### src/common/arpm_pkg.sv
// Package with the constants of the result output port multiplexer.
// Functional notes
// - Strap low: drive all sixteen bus pins with result bits while select and read low.
// - Word mode: bit 14 pin is three-state output of result bit 14.
// - Word mode: pins 13 down to 9 present matching result bits during read.
// - Strap high: bit 7 pin becomes serial output A; the code does so only in serial mode, in byte mode it drives the byte MSB.
// - Strap high: bit 8 pin becomes serial output B; the code does so only in serial mode, in byte mode the pin is not driven.
// - Byte mode: byte on lower eight pins, bit 7 pin is byte MSB.
// - Strap high with byte select low gives serial mode.
// - Strap high with byte select high gives parallel byte mode.
// - Byte mode: high byte first when order input is 1, else low first.
// - Reference select high enables internal reference, low disables it.
// - Parallel bus enabled only while select and read low, else high impedance.
// - Byte mode moves each 16-bit result in two read strobes.
package arpm_pkg;
  localparam int DataWidth = 16;
  localparam int ByteWidth = 8;
  localparam int FifoDepth = 16;
  localparam int SerialBitCountWidth = 4;
  localparam logic [3:0] SerialLastBit = 4'hf;
  localparam int BitSerialA = 7;
  localparam int BitSerialB = 8;
  localparam int BitHighByteFirst = 14;
  localparam int BitByteSelect = 15;
  localparam logic [15:0] BusOffAll = 16'hffff;
  localparam logic [15:0] ResultReset = 16'h0000;
  typedef enum logic [1:0] {
    ARPM_WORD,
    ARPM_BYTE,
    ARPM_SERIAL
  } arpm_mode_e;
endpackage

### src/verilog/arpm_fifo.sv
// Small synchronous FIFO that buffers conversion results.
`timescale 1ns/1ps
`default_nettype none
module arpm_fifo #(
  parameter int Width = 16,
  parameter int Depth = 16
) (
  input wire logic clock,
  input wire logic rst_n,
  input wire logic [Width-1:0] inData,
  input wire logic inValid,
  output logic inReady,
  output logic [Width-1:0] outData,
  output logic outValid,
  input wire logic outReady
);
  localparam int AddrWidth = $clog2(Depth);

  logic [Width-1:0] mem [Depth];
  logic [AddrWidth-1:0] wrPtr_q;
  logic [AddrWidth-1:0] rdPtr_q;
  logic [AddrWidth:0] count_q;
  logic doWrite;
  logic doRead;

  // Handshakes on both sides; full and empty come from the fill count.
  assign inReady = (count_q != Depth[AddrWidth:0]);
  assign outValid = (count_q != '0);
  assign doWrite = inValid && inReady;
  assign doRead = outValid && outReady;
  assign outData = mem[rdPtr_q];

  // Storage array is written only on an accepted word.
  always_ff @(posedge clock) begin
    if (doWrite) begin
      mem[wrPtr_q] <= inData;
    end
  end

  // Pointers and fill count.
  always_ff @(posedge clock) begin
    if (!rst_n) begin
      wrPtr_q <= '0;
      rdPtr_q <= '0;
      count_q <= '0;
    end else begin
      if (doWrite) begin
        wrPtr_q <= wrPtr_q + 1'b1;
      end
      if (doRead) begin
        rdPtr_q <= rdPtr_q + 1'b1;
      end
      if (doWrite && !doRead) begin
        count_q <= count_q + 1'b1;
      end else if (doRead && !doWrite) begin
        count_q <= count_q - 1'b1;
      end
    end
  end
endmodule
`default_nettype wire

### src/verilog/arpm_port.sv
// Result output port: word, byte and dual serial presentation of conversion results.
`timescale 1ns/1ps
`default_nettype none
module arpm_port (
  input wire logic clock,
  input wire logic rst_n,
  input wire logic [15:0] resultData,
  input wire logic resultValid,
  output logic resultReady,
  input wire logic resultDataB,
  input wire logic interface_select_strap,
  input wire logic chipSelect_n,
  input wire logic readStrobe_n,
  input wire logic [15:0] result_bus_in,
  output logic [15:0] result_bus_out,
  output logic [15:0] result_bus_oe_n,
  input wire logic reference_select,
  output logic internalRefEnable,
  output logic [1:0] modeState
);
  // Pin synchronisers, two flops each.
  logic [15:0] busIn_s1_q;
  logic [15:0] busIn_q;
  logic strap_s1_q;
  logic strap_q;
  logic cs_s1_q;
  logic cs_n_q;
  logic rd_s1_q;
  logic rd_n_q;
  logic ref_s1_q;
  logic ref_q;
  logic rdPrev_n_q;
  logic csPrev_n_q;

  // Mode and transfer state.
  arpm_pkg::arpm_mode_e mode_q;
  logic [15:0] word_q;
  logic [15:0] wordB_q;
  logic secondByte_q;
  logic [3:0] bitCount_q;
  logic shiftActive_q;
  logic [15:0] busOut_q;
  logic [15:0] busOe_n_q;
  logic refEn_q;

  // Fifo side.
  logic [15:0] fifoData;
  logic fifoValid;
  logic fifoPop;
  logic fifoInReady;

  // Decoded strobes.
  logic readActive;
  logic rdFall;
  logic rdRise;
  logic csFall;
  logic csRise;
  logic byteOrderHigh;
  logic [7:0] byteNow;

  arpm_fifo #(
    .Width(arpm_pkg::DataWidth),
    .Depth(arpm_pkg::FifoDepth)
  ) uFifo (
    .clock(clock),
    .rst_n(rst_n),
    .inData(resultData),
    .inValid(resultValid),
    .inReady(fifoInReady),
    .outData(fifoData),
    .outValid(fifoValid),
    .outReady(fifoPop)
  );

  // Synchronise every pin input before use.
  always_ff @(posedge clock) begin
    if (!rst_n) begin
      busIn_s1_q <= '0;
      busIn_q <= '0;
      strap_s1_q <= 1'b0;
      strap_q <= 1'b0;
      cs_s1_q <= 1'b1;
      cs_n_q <= 1'b1;
      rd_s1_q <= 1'b1;
      rd_n_q <= 1'b1;
      ref_s1_q <= 1'b0;
      ref_q <= 1'b0;
      rdPrev_n_q <= 1'b1;
      csPrev_n_q <= 1'b1;
    end else begin
      busIn_s1_q <= result_bus_in;
      busIn_q <= busIn_s1_q;
      strap_s1_q <= interface_select_strap;
      strap_q <= strap_s1_q;
      cs_s1_q <= chipSelect_n;
      cs_n_q <= cs_s1_q;
      rd_s1_q <= readStrobe_n;
      rd_n_q <= rd_s1_q;
      ref_s1_q <= reference_select;
      ref_q <= ref_s1_q;
      rdPrev_n_q <= rd_n_q;
      csPrev_n_q <= cs_n_q;
    end
  end

  // Strobe edges and the current byte in byte mode.
  assign readActive = !cs_n_q && !rd_n_q;
  assign rdFall = rdPrev_n_q && !rd_n_q && !cs_n_q;
  assign rdRise = !rdPrev_n_q && rd_n_q;
  assign csFall = csPrev_n_q && !cs_n_q;
  assign csRise = !csPrev_n_q && cs_n_q;
  assign byteOrderHigh = busIn_q[arpm_pkg::BitHighByteFirst];
  assign byteNow = (byteOrderHigh ^ secondByte_q) ? word_q[15:8] : word_q[7:0];

  // A new word is taken from the buffer after a word read, after the second byte, or on select release in serial mode.
  assign fifoPop = fifoValid && (
    (mode_q == arpm_pkg::ARPM_WORD && rdRise) ||
    (mode_q == arpm_pkg::ARPM_BYTE && rdRise && secondByte_q) ||
    (mode_q == arpm_pkg::ARPM_SERIAL && csRise));
  assign resultReady = fifoInReady;

  // Mode decode from the straps; the byte select shares the bit 15 pin.
  always_ff @(posedge clock) begin
    if (!rst_n) begin
      mode_q <= arpm_pkg::ARPM_WORD;
    end else if (!strap_q) begin
      mode_q <= arpm_pkg::ARPM_WORD;
    end else if (busIn_q[arpm_pkg::BitByteSelect]) begin
      mode_q <= arpm_pkg::ARPM_BYTE;
    end else begin
      mode_q <= arpm_pkg::ARPM_SERIAL;
    end
  end

  // Holding words: refreshed from the buffer head while no transfer is open.
  always_ff @(posedge clock) begin
    if (!rst_n) begin
      word_q <= arpm_pkg::ResultReset;
      wordB_q <= arpm_pkg::ResultReset;
    end else if (cs_n_q || fifoPop) begin
      word_q <= fifoValid ? fifoData : word_q;
      wordB_q <= fifoValid ? {fifoData[7:0], fifoData[15:8]} : wordB_q;
    end else if (mode_q == arpm_pkg::ARPM_SERIAL && rdRise && shiftActive_q) begin
      word_q <= {word_q[14:0], 1'b0};
      wordB_q <= {wordB_q[14:0], resultDataB};
    end
  end

  // Byte phase: two read strobes move one 16-bit result.
  always_ff @(posedge clock) begin
    if (!rst_n) begin
      secondByte_q <= 1'b0;
    end else if (mode_q != arpm_pkg::ARPM_BYTE) begin
      secondByte_q <= 1'b0;
    end else if (rdRise && !cs_n_q) begin
      secondByte_q <= !secondByte_q;
    end
  end

  // Serial bit counter; select falling edge presents the MSB.
  always_ff @(posedge clock) begin
    if (!rst_n) begin
      bitCount_q <= '0;
      shiftActive_q <= 1'b0;
    end else if (csFall) begin
      bitCount_q <= '0;
      shiftActive_q <= 1'b1;
    end else if (cs_n_q) begin
      shiftActive_q <= 1'b0;
    end else if (rdRise && shiftActive_q) begin
      bitCount_q <= bitCount_q + 1'b1;
      if (bitCount_q == arpm_pkg::SerialLastBit) begin
        shiftActive_q <= 1'b0;
      end
    end
  end

  // Pin drive per mode; enables are low while the pin is driven.
  always_ff @(posedge clock) begin
    if (!rst_n) begin
      busOut_q <= '0;
      busOe_n_q <= arpm_pkg::BusOffAll;
    end else begin
      busOut_q <= '0;
      busOe_n_q <= arpm_pkg::BusOffAll;
      unique case (mode_q)
        arpm_pkg::ARPM_WORD: begin
          if (readActive) begin
            busOut_q <= word_q;
            busOe_n_q <= '0;
          end
        end
        arpm_pkg::ARPM_BYTE: begin
          if (readActive) begin
            busOut_q[7:0] <= byteNow;
            busOe_n_q[7:0] <= '0;
          end
        end
        arpm_pkg::ARPM_SERIAL: begin
          if (!cs_n_q) begin
            busOut_q[arpm_pkg::BitSerialA] <= word_q[15];
            busOut_q[arpm_pkg::BitSerialB] <= wordB_q[15];
            busOe_n_q[arpm_pkg::BitSerialA] <= 1'b0;
            busOe_n_q[arpm_pkg::BitSerialB] <= 1'b0;
          end
        end
        default: begin
          busOut_q <= '0;
        end
      endcase
    end
  end

  // Reference source selection.
  always_ff @(posedge clock) begin
    if (!rst_n) begin
      refEn_q <= 1'b0;
    end else begin
      refEn_q <= ref_q;
    end
  end

  assign result_bus_out = busOut_q;
  assign result_bus_oe_n = busOe_n_q;
  assign internalRefEnable = refEn_q;
  assign modeState = mode_q;
endmodule
`default_nettype wire
### config.mk
export PLATFORM = sky130hd
export DESIGN_NAME = arpm_port
export DESIGN_NICKNAME = d
export VERILOG_FILES = /design/src/common/arpm_pkg.sv /design/src/verilog/arpm_fifo.sv /design/src/verilog/arpm_port.sv
export SDC_FILE = /design/constraint.sdc
export NUM_CORES = 1
export LEC_CHECK = 0
export ABC_AREA = 1
export BUFFER_PORTS_ARGS = -buffer_cell sky130_fd_sc_hd__buf_2
export CORE_ASPECT_RATIO = 1.5
export CORE_MARGIN = 2
export CORE_UTILIZATION = 30
export CTS_CLUSTER_SIZE = 40
export DETAILED_ROUTE_END_ITERATION = 8
export SYNTH_ARGS = -nofsm -noshare
export SYNTH_HDL_FRONTEND = slang
export SYNTH_SLANG_ARGS = --single-unit
### constraint.sdc
create_clock -name clock -period 4.93 [get_ports clock]
set_input_delay 0.7395 -clock clock [delete_from_list [all_inputs] [get_ports clock]]
set_output_delay 0.7395 -clock clock [all_outputs]
set_load 0.005 [all_outputs]
== Word level (Yosys, flattened, before mapping) ==
Memory sizes are Yosys's and may differ from the RTL's. A register that Yosys moved wholly into a read port is not among the register bits.
Cells that the tools add are included.
Operators by class
  reductions and logical operators: 41
  order comparisons: 0
  eq/ne operators: 6
  mux-type cells: 30
  divide/modulo/power cells: 0
  multipliers: 0
  add/sub/neg operators: 5
  bitwise gates (word level): 3
  shift operators: 0
Operators with widths (count)
  16-bit 2-to-1 mux: 7
  7-bit one-hot mux with 2 select lines: 2
  8-bit 2-to-1 mux: 3
  1-bit logical AND: 17
  4-bit by 1-bit adder with 4-bit output, second input constant: 3
  5-bit 2-to-1 mux: 2
  2-bit AND reduction: 5
  9-bit 2-to-1 mux: 1
  4-bit 2-to-1 mux: 2
  1-bit logical NOT: 7
  1-bit 2-to-1 mux: 6
  2-bit 2-to-1 mux: 3
  1-bit one-hot mux with 3 select lines: 2
  3-bit nonzero test: 2
  5-bit by 1-bit adder with 5-bit output, second input constant: 1
  5-bit inequality test, second input constant: 1
  5-bit nonzero test: 1
  5-bit by 1-bit subtractor with 5-bit output, second input constant: 1
  4-bit == test, second input constant: 1
  1-bit one-hot mux with 2 select lines: 2
  2-bit nonzero test: 2
  2-bit OR reduction: 2
  1-bit logical OR: 3
  3-bit AND reduction: 1
  other kinds (7): 8
Word-level totals
  bits in read-only memories: 0
  memories kept: 1
  memory bits (writable): 256
  register bits after elaboration: 128
  logic and storage cells: 112
  bits in latches: 0
Memories
  uFifo.mem: depth 16, width 16, read ports 1, clocked after memory_dff 1, write ports 1, RTL line arpm_fifo.sv:19  | logic [Width-1:0] mem [Depth];

== Longest topological paths before layout ==
Gate-level depths: netlist of run 1.
  depth after elaboration: 11
  mapped depth: 17
  mapped depth without buffers: 16

== Modules after synthesis ==
From an unflattened synthesis of run 1, not the netlist that was laid out.
Second synthesis, totals
  cell total of the unflattened synthesis: 1683
  area, all modules: 15349.7 um^2
By module, submodules not included
  arpm_fifo: seq. area each 8027.7 um^2, cells an instance 1171, instances 1, area each 11913.9 um^2
  arpm_port: seq. area each 1501.4 um^2, cells an instance 512, instances 1, area each 3435.8 um^2

== Worst setup path before layout of run 1 ==
Ideal clock, no wire load.
  path type: register -> register
  start: register uFifo.count_q[0]
  end: register uFifo.count_q[4]
  path slack: 2.434 ns
  cell stages (with the launch flop): 15
  setup time: 0.113 ns
  data required time: 4.817 ns
  arrival time: 2.383 ns
  cells stage by stage: dfxtp_1 > nor2_1 > nand4_1 > nand2_4 > buf_2 > ha_1 > inv_1 > fa_1 > a21o_1 > a21oi_1 > nor2_1 > nor2_1 > nand2_1 > nor2_1 > nor2_1
On the way
  longest elaborated chain between the ends: 6
  elaborated cells on any way between the ends: 14
  those cells by class: 2 x add/sub; 1 x eq/ne; 2 x mux; 9 x reduce/logical
Ends and longest elaborated chain
  from (decl): RTL line arpm_fifo.sv:22  | logic [AddrWidth:0] count_q;
  from (signal assigned): RTL line arpm_fifo.sv:54  | count_q <= count_q + 1'b1;
  from (signal assigned): RTL line arpm_fifo.sv:56  | count_q <= count_q - 1'b1;
  branches (longest 6 deep; another with 5-bit by 1-bit subtractor with 5-bit output)
Parallel ways; which one is timed is not known. The select of a mux whose other input is x is not followed.
A chain may end at the register's enable or synchronous reset.

==> impl_results.html, run 1 <==
<table>
<tr><th>Metric</th><th>Value</th></tr>
<tr><th colspan="2">Timing</th></tr>
<tr><td>Slew margin rel.</td><td>18.8%</td></tr>
<tr><td>Time the final worst path needs with I/O delays and setup</td><td>approximately 3.0 ns</td></tr>
<tr><td>Final worst-path cycle share</td><td>61.7%</td></tr>
<tr><td>Max Clock Skew</td><td>0.0157 ns</td></tr>
<tr><td>Maximum clock frequency</td><td>329 MHz</td></tr>
<tr><td>Total Negative Setup Slacks</td><td>0 ns</td></tr>
<tr><td>Worst Hold Margin</td><td>0.409 ns</td></tr>
<tr><td>RSZ-0062 raised after global routing</td><td>false</td></tr>
<tr><td>Measured slew at the worst slew-check pin</td><td>1.22 ns</td></tr>
<tr><td>Max Transition Viols Final</td><td>0</td></tr>
<tr><td>Final Hold Fails</td><td>0</td></tr>
<tr><td>Number of setup violations in the final report</td><td>0</td></tr>
<tr><th colspan="2">Final layout</th></tr>
<tr><td>Area grow syn2layout</td><td>14.0%</td></tr>
<tr><td>Layout cells sized above 1</td><td>11.6%</td></tr>
<tr><td>Final design area excluding fillers</td><td>16,400 µm²</td></tr>
<tr><td>Number of nets in the finished design</td><td>between 1,500 and 2,000</td></tr>
<tr><td>Final Core Density</td><td>34.5%</td></tr>
<tr><td>Layout filler cell count</td><td>4,685</td></tr>
<tr><th colspan="2">Floorplan</th></tr>
<tr><td>Height of the die</td><td>272 µm</td></tr>
<tr><td>Core area</td><td>47,600 µm²</td></tr>
<tr><td>DIE WIDTH</td><td>between 150 and 200 µm</td></tr>
<tr><td>Number of standard-cell rows in the floorplan</td><td>98</td></tr>
<tr><td>Number of primary I/O pins</td><td>76</td></tr>
<tr><td>Effective utilization at floorplan</td><td>a little under a third</td></tr>
<tr><td>Die outline area</td><td>49,800 µm²</td></tr>
<tr><th colspan="2">Logic synthesis</th></tr>
<tr><td>Leading post-synthesis cells by instance count</td><td>sky130_fd_sc_hd__nand2_1, sky130_fd_sc_hd__edfxtp_1, sky130_fd_sc_hd__nand3_1</td></tr>
<tr><td>Netlist area before placement</td><td>14,400 µm²</td></tr>
<tr><td>Most frequent cell after synthesis</td><td>sky130_fd_sc_hd__nand2_1</td></tr>
<tr><td>Number of distinct library cell variants in the gate-level netlist after synthesis</td><td>33</td></tr>
<tr><td>Post-synthesis instance total</td><td>1,432</td></tr>
<tr><td>Predominant post-synthesis flop cell</td><td>sky130_fd_sc_hd__edfxtp_1</td></tr>
<tr><td>Synth area leaders</td><td>sky130_fd_sc_hd__edfxtp_1, sky130_fd_sc_hd__dfxtp_1, sky130_fd_sc_hd__nand2_1, sky130_fd_sc_hd__nand3_1, sky130_fd_sc_hd__inv_1</td></tr>
<tr><td>Post-synth top area share</td><td>53.4%</td></tr>
<tr><td>Avg Synthesized Cell Area</td><td>10.1 µm²</td></tr>
<tr><td>Flop and latch count out of synthesis</td><td>348</td></tr>
<tr><td>Number of synthesized flops with an enable pin</td><td>256</td></tr>
<tr><td>Post-Synthesis Net Count</td><td>roughly 1,500</td></tr>
<tr><td>Sequential-to-total area share from yosys stat</td><td>66.2%</td></tr>
<tr><td>Yosys top cell by area</td><td>sky130_fd_sc_hd__edfxtp_1</td></tr>
<tr><td>Yosys warnings</td><td>0</td></tr>
<tr><td>FFs w/ async S/R, synth</td><td>0%</td></tr>
<tr><th colspan="2">Clocking</th></tr>
<tr><td>CTS clk-pin slew, worst paths</td><td>0.06 ns</td></tr>
<tr><td>Clock root buffer</td><td>sky130_fd_sc_hd__clkbuf_16</td></tr>
<tr><td>Hold bufs inserted after CTS</td><td>0</td></tr>
<tr><td>Post-cts gate resize count</td><td>0</td></tr>
<tr><td>CTS tree</td><td>yes</td></tr>
<tr><td>Num Clock Sinks</td><td>348</td></tr>
<tr><td>Clock latency reported for the late side of the worst-skew pair</td><td>0.52 ns</td></tr>
<tr><td>Number of buffers inserted by post-CTS setup repair</td><td>0</td></tr>
<tr><td>CTS max path bufs</td><td>3</td></tr>
<tr><td>Number of H-tree levels</td><td>2</td></tr>
<tr><td>TritonCTS buffer count</td><td>34</td></tr>
<tr><th colspan="2">Hold path</th></tr>
<tr><td>Worst hold path cell count</td><td>2</td></tr>
<tr><td>Type of the worst min-delay path</td><td>flip-flop to flip-flop</td></tr>
<tr><th colspan="2">Pwr</th></tr>
<tr><td>Ratio of total power to cell area</td><td>406 nW/µm²</td></tr>
<tr><td>Total design power</td><td>6.67 mW</td></tr>
<tr><td>Static leakage power</td><td>6.48 nW</td></tr>
<tr><td>Maximum resistive drop on vdd</td><td>0.000189 V</td></tr>
<tr><th colspan="2">Worst setup path</th></tr>
<tr><td>Most frequent cell on the critical path</td><td>sky130_fd_sc_hd__nand2_1</td></tr>
<tr><td>CP max stage cell</td><td>sky130_fd_sc_hd__clkinv_2</td></tr>
<tr><td>Critical Path, Cell by Cell</td><td>clkinv_2, buf_4, nand2_1, nand3_1, nand3_1, nand2_1, nand2_1, nand2_1, nand2_1, a21oi_1</td></tr>
<tr><td>Worst path arrival time</td><td>3.44 ns</td></tr>
<tr><td>Critical path fanouts, max</td><td>55</td></tr>
<tr><td>Endpoint kind of the worst setup timing path</td><td>flip-flop</td></tr>
<tr><td>Register-to-Register Path Depth</td><td>10</td></tr>
<tr><td>Startpoint types</td><td>flip-flop</td></tr>
<tr><td>Critical path type</td><td>flip-flop to flip-flop</td></tr>
<tr><td>Largest incremental delay on the critical path</td><td>0.75 ns</td></tr>
<tr><td>Required time at the endpoint of the critical path</td><td>around 5.3 ns</td></tr>
<tr><th colspan="2">Route</th></tr>
<tr><td>Final ANT Viol Nets</td><td>0</td></tr>
<tr><td>Per-cell via count in the routed design</td><td>4.84</td></tr>
<tr><td>Routed len/inst</td><td>~16 µm</td></tr>
<tr><td>Total Routed Length</td><td>34.1 mm</td></tr>
<tr><td>Iter 0 DRT Violations</td><td>909</td></tr>
<tr><td>Number of iterations in the first detailed-routing pass</td><td>5</td></tr>
<tr><td>Post-route DRC</td><td>0</td></tr>
<tr><td>Routed via count</td><td>just over 10,000</td></tr>
<tr><th colspan="2">Place</th></tr>
<tr><td>DP Area</td><td>15,300 µm²</td></tr>
<tr><td>HPWL Detailed</td><td>19.6 mm</td></tr>
<tr><td>Final RePlAce weighted congestion</td><td>0.741</td></tr>
<tr><td>Number of port buffers</td><td>61</td></tr>
<tr><th colspan="2">Global route</th></tr>
<tr><td>First-pass GRT wire length</td><td>around 53 mm</td></tr>
<tr><td>Grt ovf</td><td>0</td></tr>
<tr><td>Global-route usage over all layers</td><td>13.6%</td></tr>
<tr><td>Vias in the first global route</td><td>9,639</td></tr>
<tr><td>Number of antenna violations at the first check in global routing</td><td>3</td></tr>
<tr><td>Maximum number of pins on one net before global-route repair</td><td>slightly below 90</td></tr>
<tr><th colspan="2">Outcome</th></tr>
<tr><td>Outcome</td><td>completed</td></tr>
<tr><th colspan="2">Flow run</th></tr>
<tr><td>Max-cap check violation count</td><td>0</td></tr>
</table>
critical path, delay by kind of cell (launching register included):
family	cells	cell delay (ns)
AOI/OAI and AO/OA	1	0.08
buffers and inverters	2	1.34
DFF	1	0.69
and+or+nand+nor	7	0.75
cells in the final DEF (no fill, tap or decap), types with 18 or more instances in the layout:
cell type                   Yosys  layout
sky130_fd_sc_hd__clkbuf_16      0      35
sky130_fd_sc_hd__inv_1        100      98
sky130_fd_sc_hd__nor2_1        51      35
sky130_fd_sc_hd__nor2_2         2      18
sky130_fd_sc_hd__dfxtp_1       92      90
sky130_fd_sc_hd__buf_2         39      61
sky130_fd_sc_hd__nand3b_1      23      23
sky130_fd_sc_hd__nand3_1      240     240
sky130_fd_sc_hd__buf_4         12      28
sky130_fd_sc_hd__edfxtp_1     256     256
sky130_fd_sc_hd__a21oi_1       51      51
sky130_fd_sc_hd__nand2_1      482     482
final timing paths:
path                            slack, ns     endpoint      startpoint
worst max-delay path                 1.89    word_q[5]       flip-flop
worst min-delay path                 0.41  busIn_q[14]  busIn_s1_q[14]
worst max register to register       1.89    word_q[5]       flip-flop
worst min register to register       0.41  busIn_q[14]  busIn_s1_q[14]
flip-flops by register name, indices dropped and copies added (netlist names), 2 cells and up, named ones only:
register,count
bitCount_q,4
busIn_q,2
busIn_s1_q,2
modeState,2
result_bus_oe_n,4
result_bus_out,16
uFifo.count_q,5
uFifo.mem,256
uFifo.rdPtr_q,4
uFifo.wrPtr_q,4
wordB_q,16
word_q,16
per-stage QoR:
step	std cells	setup WS [ns]
after floorplan	1432	2.43
after global routing	2094	1.62
after detailed placement	2035	1.85
final	2094	1.89
after CTS	2093	1.84
after global placement	2035	1.93
cell type report:
cell class              instances  area, µm²  area share, %
clock inverters                15        204           1.24
diodes                          1       2.50         0.0152
inverters                     103        388           2.36
clock buffers                  43        946           5.76
multi-input cells             895       4080           24.9
well taps                     600        751           4.57
repair buffers                 89        515           3.14
flip-flops and latches        348       9530           58.1
kinds of logic (layout without fill, tap and decap cells):
family / Yosys count / in the layout / synth area share (%)
AND/OR/NAND/NOR: 812 / 812 / 24.2
buffers and inverters: 189 / 250 / 5.79
other: 0 / 1 / 0
XOR/XNOR: 3 / 3 / 0.182
adder cells (fa/ha/maj): 11 / 11 / 1.01
flip-flops: 348 / 348 / 66.2
AO/OA/AOI/OAI: 69 / 69 / 2.64
power breakdown:
group | switching [mW] | internal [mW]
clock network | 1.07 | 1.62
registers | 0.0673 | 3.26
logic | 0.436 | 0.215
total | 1.57 | 5.10
per-layer routing:
metal  vias up  track usage, %  wire length, µm
met5         -               0               12
met4         2            7.03             1470
met3        91            2.23             1660
met2       308            23.8            16900
met1      4892            16.2            14000
li1       4833               -                -
Power figures use the tool's default switching activity.
==> run 2, diff against run 1 <==
==> constraint.sdc (replaced) <==
create_clock -name clock -period 3.1 [get_ports clock]
set_input_delay 0.465 -clock clock [delete_from_list [all_inputs] [get_ports clock]]
set_output_delay 0.465 -clock clock [all_outputs]
set_load 0.005 [all_outputs]
==> run 2 against run 1 <==
Effect of this change: flip-flop and latch count stayed put; first-iteration DRC count is 10% lower; die area stayed put; fmax is 19% higher; critical endpoint is now uFifo.count_q[4]; largest power group unchanged; highest routed layer unchanged.
==> impl_results.html, run 2 (same netlist as run 1, synthesis figures left out) <==
<table>
<tr><th>Metric</th><th>Value</th></tr>
<tr><th colspan="2">Outcome</th></tr>
<tr><td>Outcome</td><td>completed</td></tr>
<tr><th colspan="2">Clocking</th></tr>
<tr><td>Post-cts gate resize count</td><td>0 (unchanged)</td></tr>
<tr><td>Num Clock Sinks</td><td>348 (unchanged)</td></tr>
<tr><td>Number of buffers inserted by post-CTS setup repair</td><td>0 (unchanged)</td></tr>
<tr><td>CTS max path bufs</td><td>3 (unchanged)</td></tr>
<tr><td>TritonCTS buffer count</td><td>30 (-12%)</td></tr>
<tr><td>Number of H-tree levels</td><td>1 (-1)</td></tr>
<tr><td>Clock root buffer</td><td>sky130_fd_sc_hd__clkbuf_16</td></tr>
<tr><td>CTS clk-pin slew, worst paths</td><td>0.06 ns (about the same)</td></tr>
<tr><td>CTS tree</td><td>yes</td></tr>
<tr><td>Clock latency reported for the late side of the worst-skew pair</td><td>0.58 ns (+0.06 ns)</td></tr>
<tr><td>Hold bufs inserted after CTS</td><td>0 (unchanged)</td></tr>
<tr><th colspan="2">Place</th></tr>
<tr><td>Cells after DPL</td><td>2,045 (+0.49%)</td></tr>
<tr><td>Worst slack, placed</td><td>0.595 ns (-1.26 ns)</td></tr>
<tr><td>Final RePlAce weighted congestion</td><td>0.792 (+6.9%)</td></tr>
<tr><td>HPWL Detailed</td><td>21.3 mm (+8.8%)</td></tr>
<tr><td>Number of port buffers</td><td>61 (unchanged)</td></tr>
<tr><td>DP Area</td><td>15,400 µm² (+0.90%)</td></tr>
<tr><th colspan="2">Worst setup path</th></tr>
<tr><td>Required time at the endpoint of the critical path</td><td>3.62 ns (-1.71 ns)</td></tr>
<tr><td>Critical path fanouts, max</td><td>5 (-91%)</td></tr>
<tr><td>Startpoint types</td><td>flip-flop</td></tr>
<tr><td>Endpoint kind of the worst setup timing path</td><td>flip-flop</td></tr>
<tr><td>Worst path arrival time</td><td>3.06 ns (-0.38 ns)</td></tr>
<tr><td>Critical path type</td><td>flip-flop to flip-flop</td></tr>
<tr><th colspan="2">Final layout</th></tr>
<tr><td>Layout filler cell count</td><td>4,741 (+1.2%)</td></tr>
<tr><td>Area grow syn2layout</td><td>13.5%</td></tr>
<tr><td>Most frequent cells in the layout</td><td>sky130_fd_sc_hd__nand2_1, sky130_fd_sc_hd__edfxtp_1, sky130_fd_sc_hd__nand3_1</td></tr>
<tr><td>Final design area excluding fillers</td><td>16,400 µm² (-0.43%)</td></tr>
<tr><td>Filler-free cell count of the finished design</td><td>2,101 (+0.33%)</td></tr>
<tr><td>Area of the multi-input gates</td><td>4080 µm² (unchanged)</td></tr>
<tr><td>Most common cell after layout, fill and taps aside</td><td>sky130_fd_sc_hd__nand2_1</td></tr>
<tr><td>Storage cell area</td><td>9530 µm² (unchanged)</td></tr>
<tr><td>Final Core Density</td><td>34.4% (-0.15 points)</td></tr>
<tr><td>Number of nets in the finished design</td><td>1,528 (+0.39%)</td></tr>
<tr><td>Number of flip-flops in the largest register</td><td>256 (unchanged)</td></tr>
<tr><td>Layout cells sized above 1</td><td>11.7% (+0.15 points)</td></tr>
<tr><td>Top reg by flops</td><td>uFifo.mem</td></tr>
<tr><th colspan="2">Floorplan</th></tr>
<tr><td>Number of primary I/O pins</td><td>76 (unchanged)</td></tr>
<tr><td>DIE WIDTH</td><td>183 µm (unchanged)</td></tr>
<tr><td>Number of standard-cell rows in the floorplan</td><td>98 (unchanged)</td></tr>
<tr><td>Effective utilization at floorplan</td><td>30.3% (unchanged)</td></tr>
<tr><td>Core area</td><td>47,600 µm² (unchanged)</td></tr>
<tr><td>Die outline area</td><td>49,800 µm² (unchanged)</td></tr>
<tr><td>Height of the die</td><td>272 µm (unchanged)</td></tr>
<tr><th colspan="2">Pwr</th></tr>
<tr><td>Maximum resistive drop on vdd</td><td>0.000346 V (+82%)</td></tr>
<tr><td>Static leakage power</td><td>6.46 nW (-0.40%)</td></tr>
<tr><td>Total design power</td><td>9.96 mW (+49%)</td></tr>
<tr><td>Ratio of total power to cell area</td><td>609 nW/µm² (+50%)</td></tr>
<tr><th colspan="2">Timing</th></tr>
<tr><td>Total Negative Setup Slacks</td><td>0 ns (unchanged)</td></tr>
<tr><td>Final worst-path cycle share</td><td>82.1% (+20 points)</td></tr>
<tr><td>Max Transition Viols Final</td><td>0 (unchanged)</td></tr>
<tr><td>Maximum clock frequency</td><td>393 MHz (+19%)</td></tr>
<tr><td>Time the final worst path needs with I/O delays and setup</td><td>2.55 ns (-0.494 ns)</td></tr>
<tr><td>Final Hold Fails</td><td>0 (unchanged)</td></tr>
<tr><td>Worst path setup slack after routing</td><td>0.555 ns (-1.34 ns)</td></tr>
<tr><td>Max Clock Skew</td><td>0.0221 ns (+0.00639 ns)</td></tr>
<tr><td>RSZ-0062 raised after global routing</td><td>false</td></tr>
<tr><td>Measured slew at the worst slew-check pin</td><td>0.888 ns (-0.329 ns)</td></tr>
<tr><td>Slew margin rel.</td><td>40.8% (+22 points)</td></tr>
<tr><td>Worst Hold Margin</td><td>0.0662 ns (-0.343 ns)</td></tr>
<tr><td>Number of setup violations in the final report</td><td>0 (unchanged)</td></tr>
<tr><th colspan="2">Route</th></tr>
<tr><td>Iter 0 DRT Violations</td><td>817 (-10%)</td></tr>
<tr><td>Final ANT Viol Nets</td><td>0 (unchanged)</td></tr>
<tr><td>Total Routed Length</td><td>33.6 mm (-1.6%)</td></tr>
<tr><td>Per-cell via count in the routed design</td><td>4.68 (-3.3%)</td></tr>
<tr><td>Post-route DRC</td><td>0 (unchanged)</td></tr>
<tr><td>Number of iterations in the first detailed-routing pass</td><td>5 (unchanged)</td></tr>
<tr><td>Routed len/inst</td><td>16.0 µm (-2.0%)</td></tr>
<tr><td>Routed via count</td><td>9,824 (-3.0%)</td></tr>
<tr><th colspan="2">Global route</th></tr>
<tr><td>Vias in the first global route</td><td>9,652 (+0.13%)</td></tr>
<tr><td>Grt ovf</td><td>0 (unchanged)</td></tr>
<tr><td>Global-route usage over all layers</td><td>13.4% (-0.21 points)</td></tr>
<tr><td>Maximum number of pins on one net before global-route repair</td><td>129 (+48%)</td></tr>
<tr><td>Number of antenna violations at the first check in global routing</td><td>6 (+3)</td></tr>
<tr><td>First-pass GRT wire length</td><td>52.9 mm (-0.34%)</td></tr>
<tr><th colspan="2">Flow run</th></tr>
<tr><td>Max-cap check violation count</td><td>0 (unchanged)</td></tr>
<tr><th colspan="2">Hold path</th></tr>
<tr><td>Type of the worst min-delay path</td><td>input port to flip-flop</td></tr>
</table>
[run 2: changes by cell type in the layout (fill, tap and decap cells not counted), sizes merged]
cell,previous run,this run
buf,89,99
bufinv,5,1
clkbuf,43,39
clkinv,10,9
clkinvlp,2,4
inv,101,105
[run 2: critical path, stage by stage, from the launching register on]
cell and delay (ns):
sky130_fd_sc_hd__dfxtp_1 0.45, sky130_fd_sc_hd__inv_2 0.10, sky130_fd_sc_hd__nor2_4 0.13, sky130_fd_sc_hd__nand2_2 0.08, sky130_fd_sc_hd__o21ai_4 0.20, sky130_fd_sc_hd__nand2_4 0.06
sky130_fd_sc_hd__ha_1 0.23, sky130_fd_sc_hd__inv_1 0.16, sky130_fd_sc_hd__ha_1 0.30, sky130_fd_sc_hd__a21o_1 0.19, sky130_fd_sc_hd__a21oi_1 0.17, sky130_fd_sc_hd__nor2_1 0.06
sky130_fd_sc_hd__nor2_1 0.09, sky130_fd_sc_hd__nand2_1 0.07, sky130_fd_sc_hd__nand2_1 0.06, sky130_fd_sc_hd__nand2_1 0.04, sky130_fd_sc_hd__nor2_1 0.10
[run 2: path summary, 6_finish.rpt]
| path | slack [ns] | startpoint | to | cells past startpoint |
|---|---|---|---|---|
| hold reg to reg | 0.41 | ref_q | internalRefEnable | 2 |
| setup reg to reg | 0.55 | modeState[1] | uFifo.count_q[4] | 16 |
| hold / removal | 0.07 | reference_select | ref_s1_q | 3 |
| setup / recovery | 0.55 | modeState[1] | uFifo.count_q[4] | 16 |
[run 2: layer usage]
metal	vias up	track usage, %	wire length, µm
met3	69	1.99	1560
li1	4854	-	-
met2	247	25.4	17700
met4	4	4.97	1030
met1	4650	15.2	13200
met5	-	0	24
[run 2: cell type report]
cell class | instances | share of cell area [%]
Sequential cell | 348 | 58.3
Multi-Input combinational cell | 895 | 25.0
Clock buffer | 39 | 5.11
Tap cell | 600 | 4.59
Timing Repair Buffer | 99 | 3.99
Inverter | 103 | 2.37
Clock inverter | 16 | 0.650
Antenna cell | 1 | 0.0153
[run 2: power breakdown]
group / total, mW / switching, mW / internal (mW)
logic: 1.06 / 0.704 / 0.353
clock network: 3.61 / 1.64 / 1.97
registers: 5.29 / 0.103 / 5.19
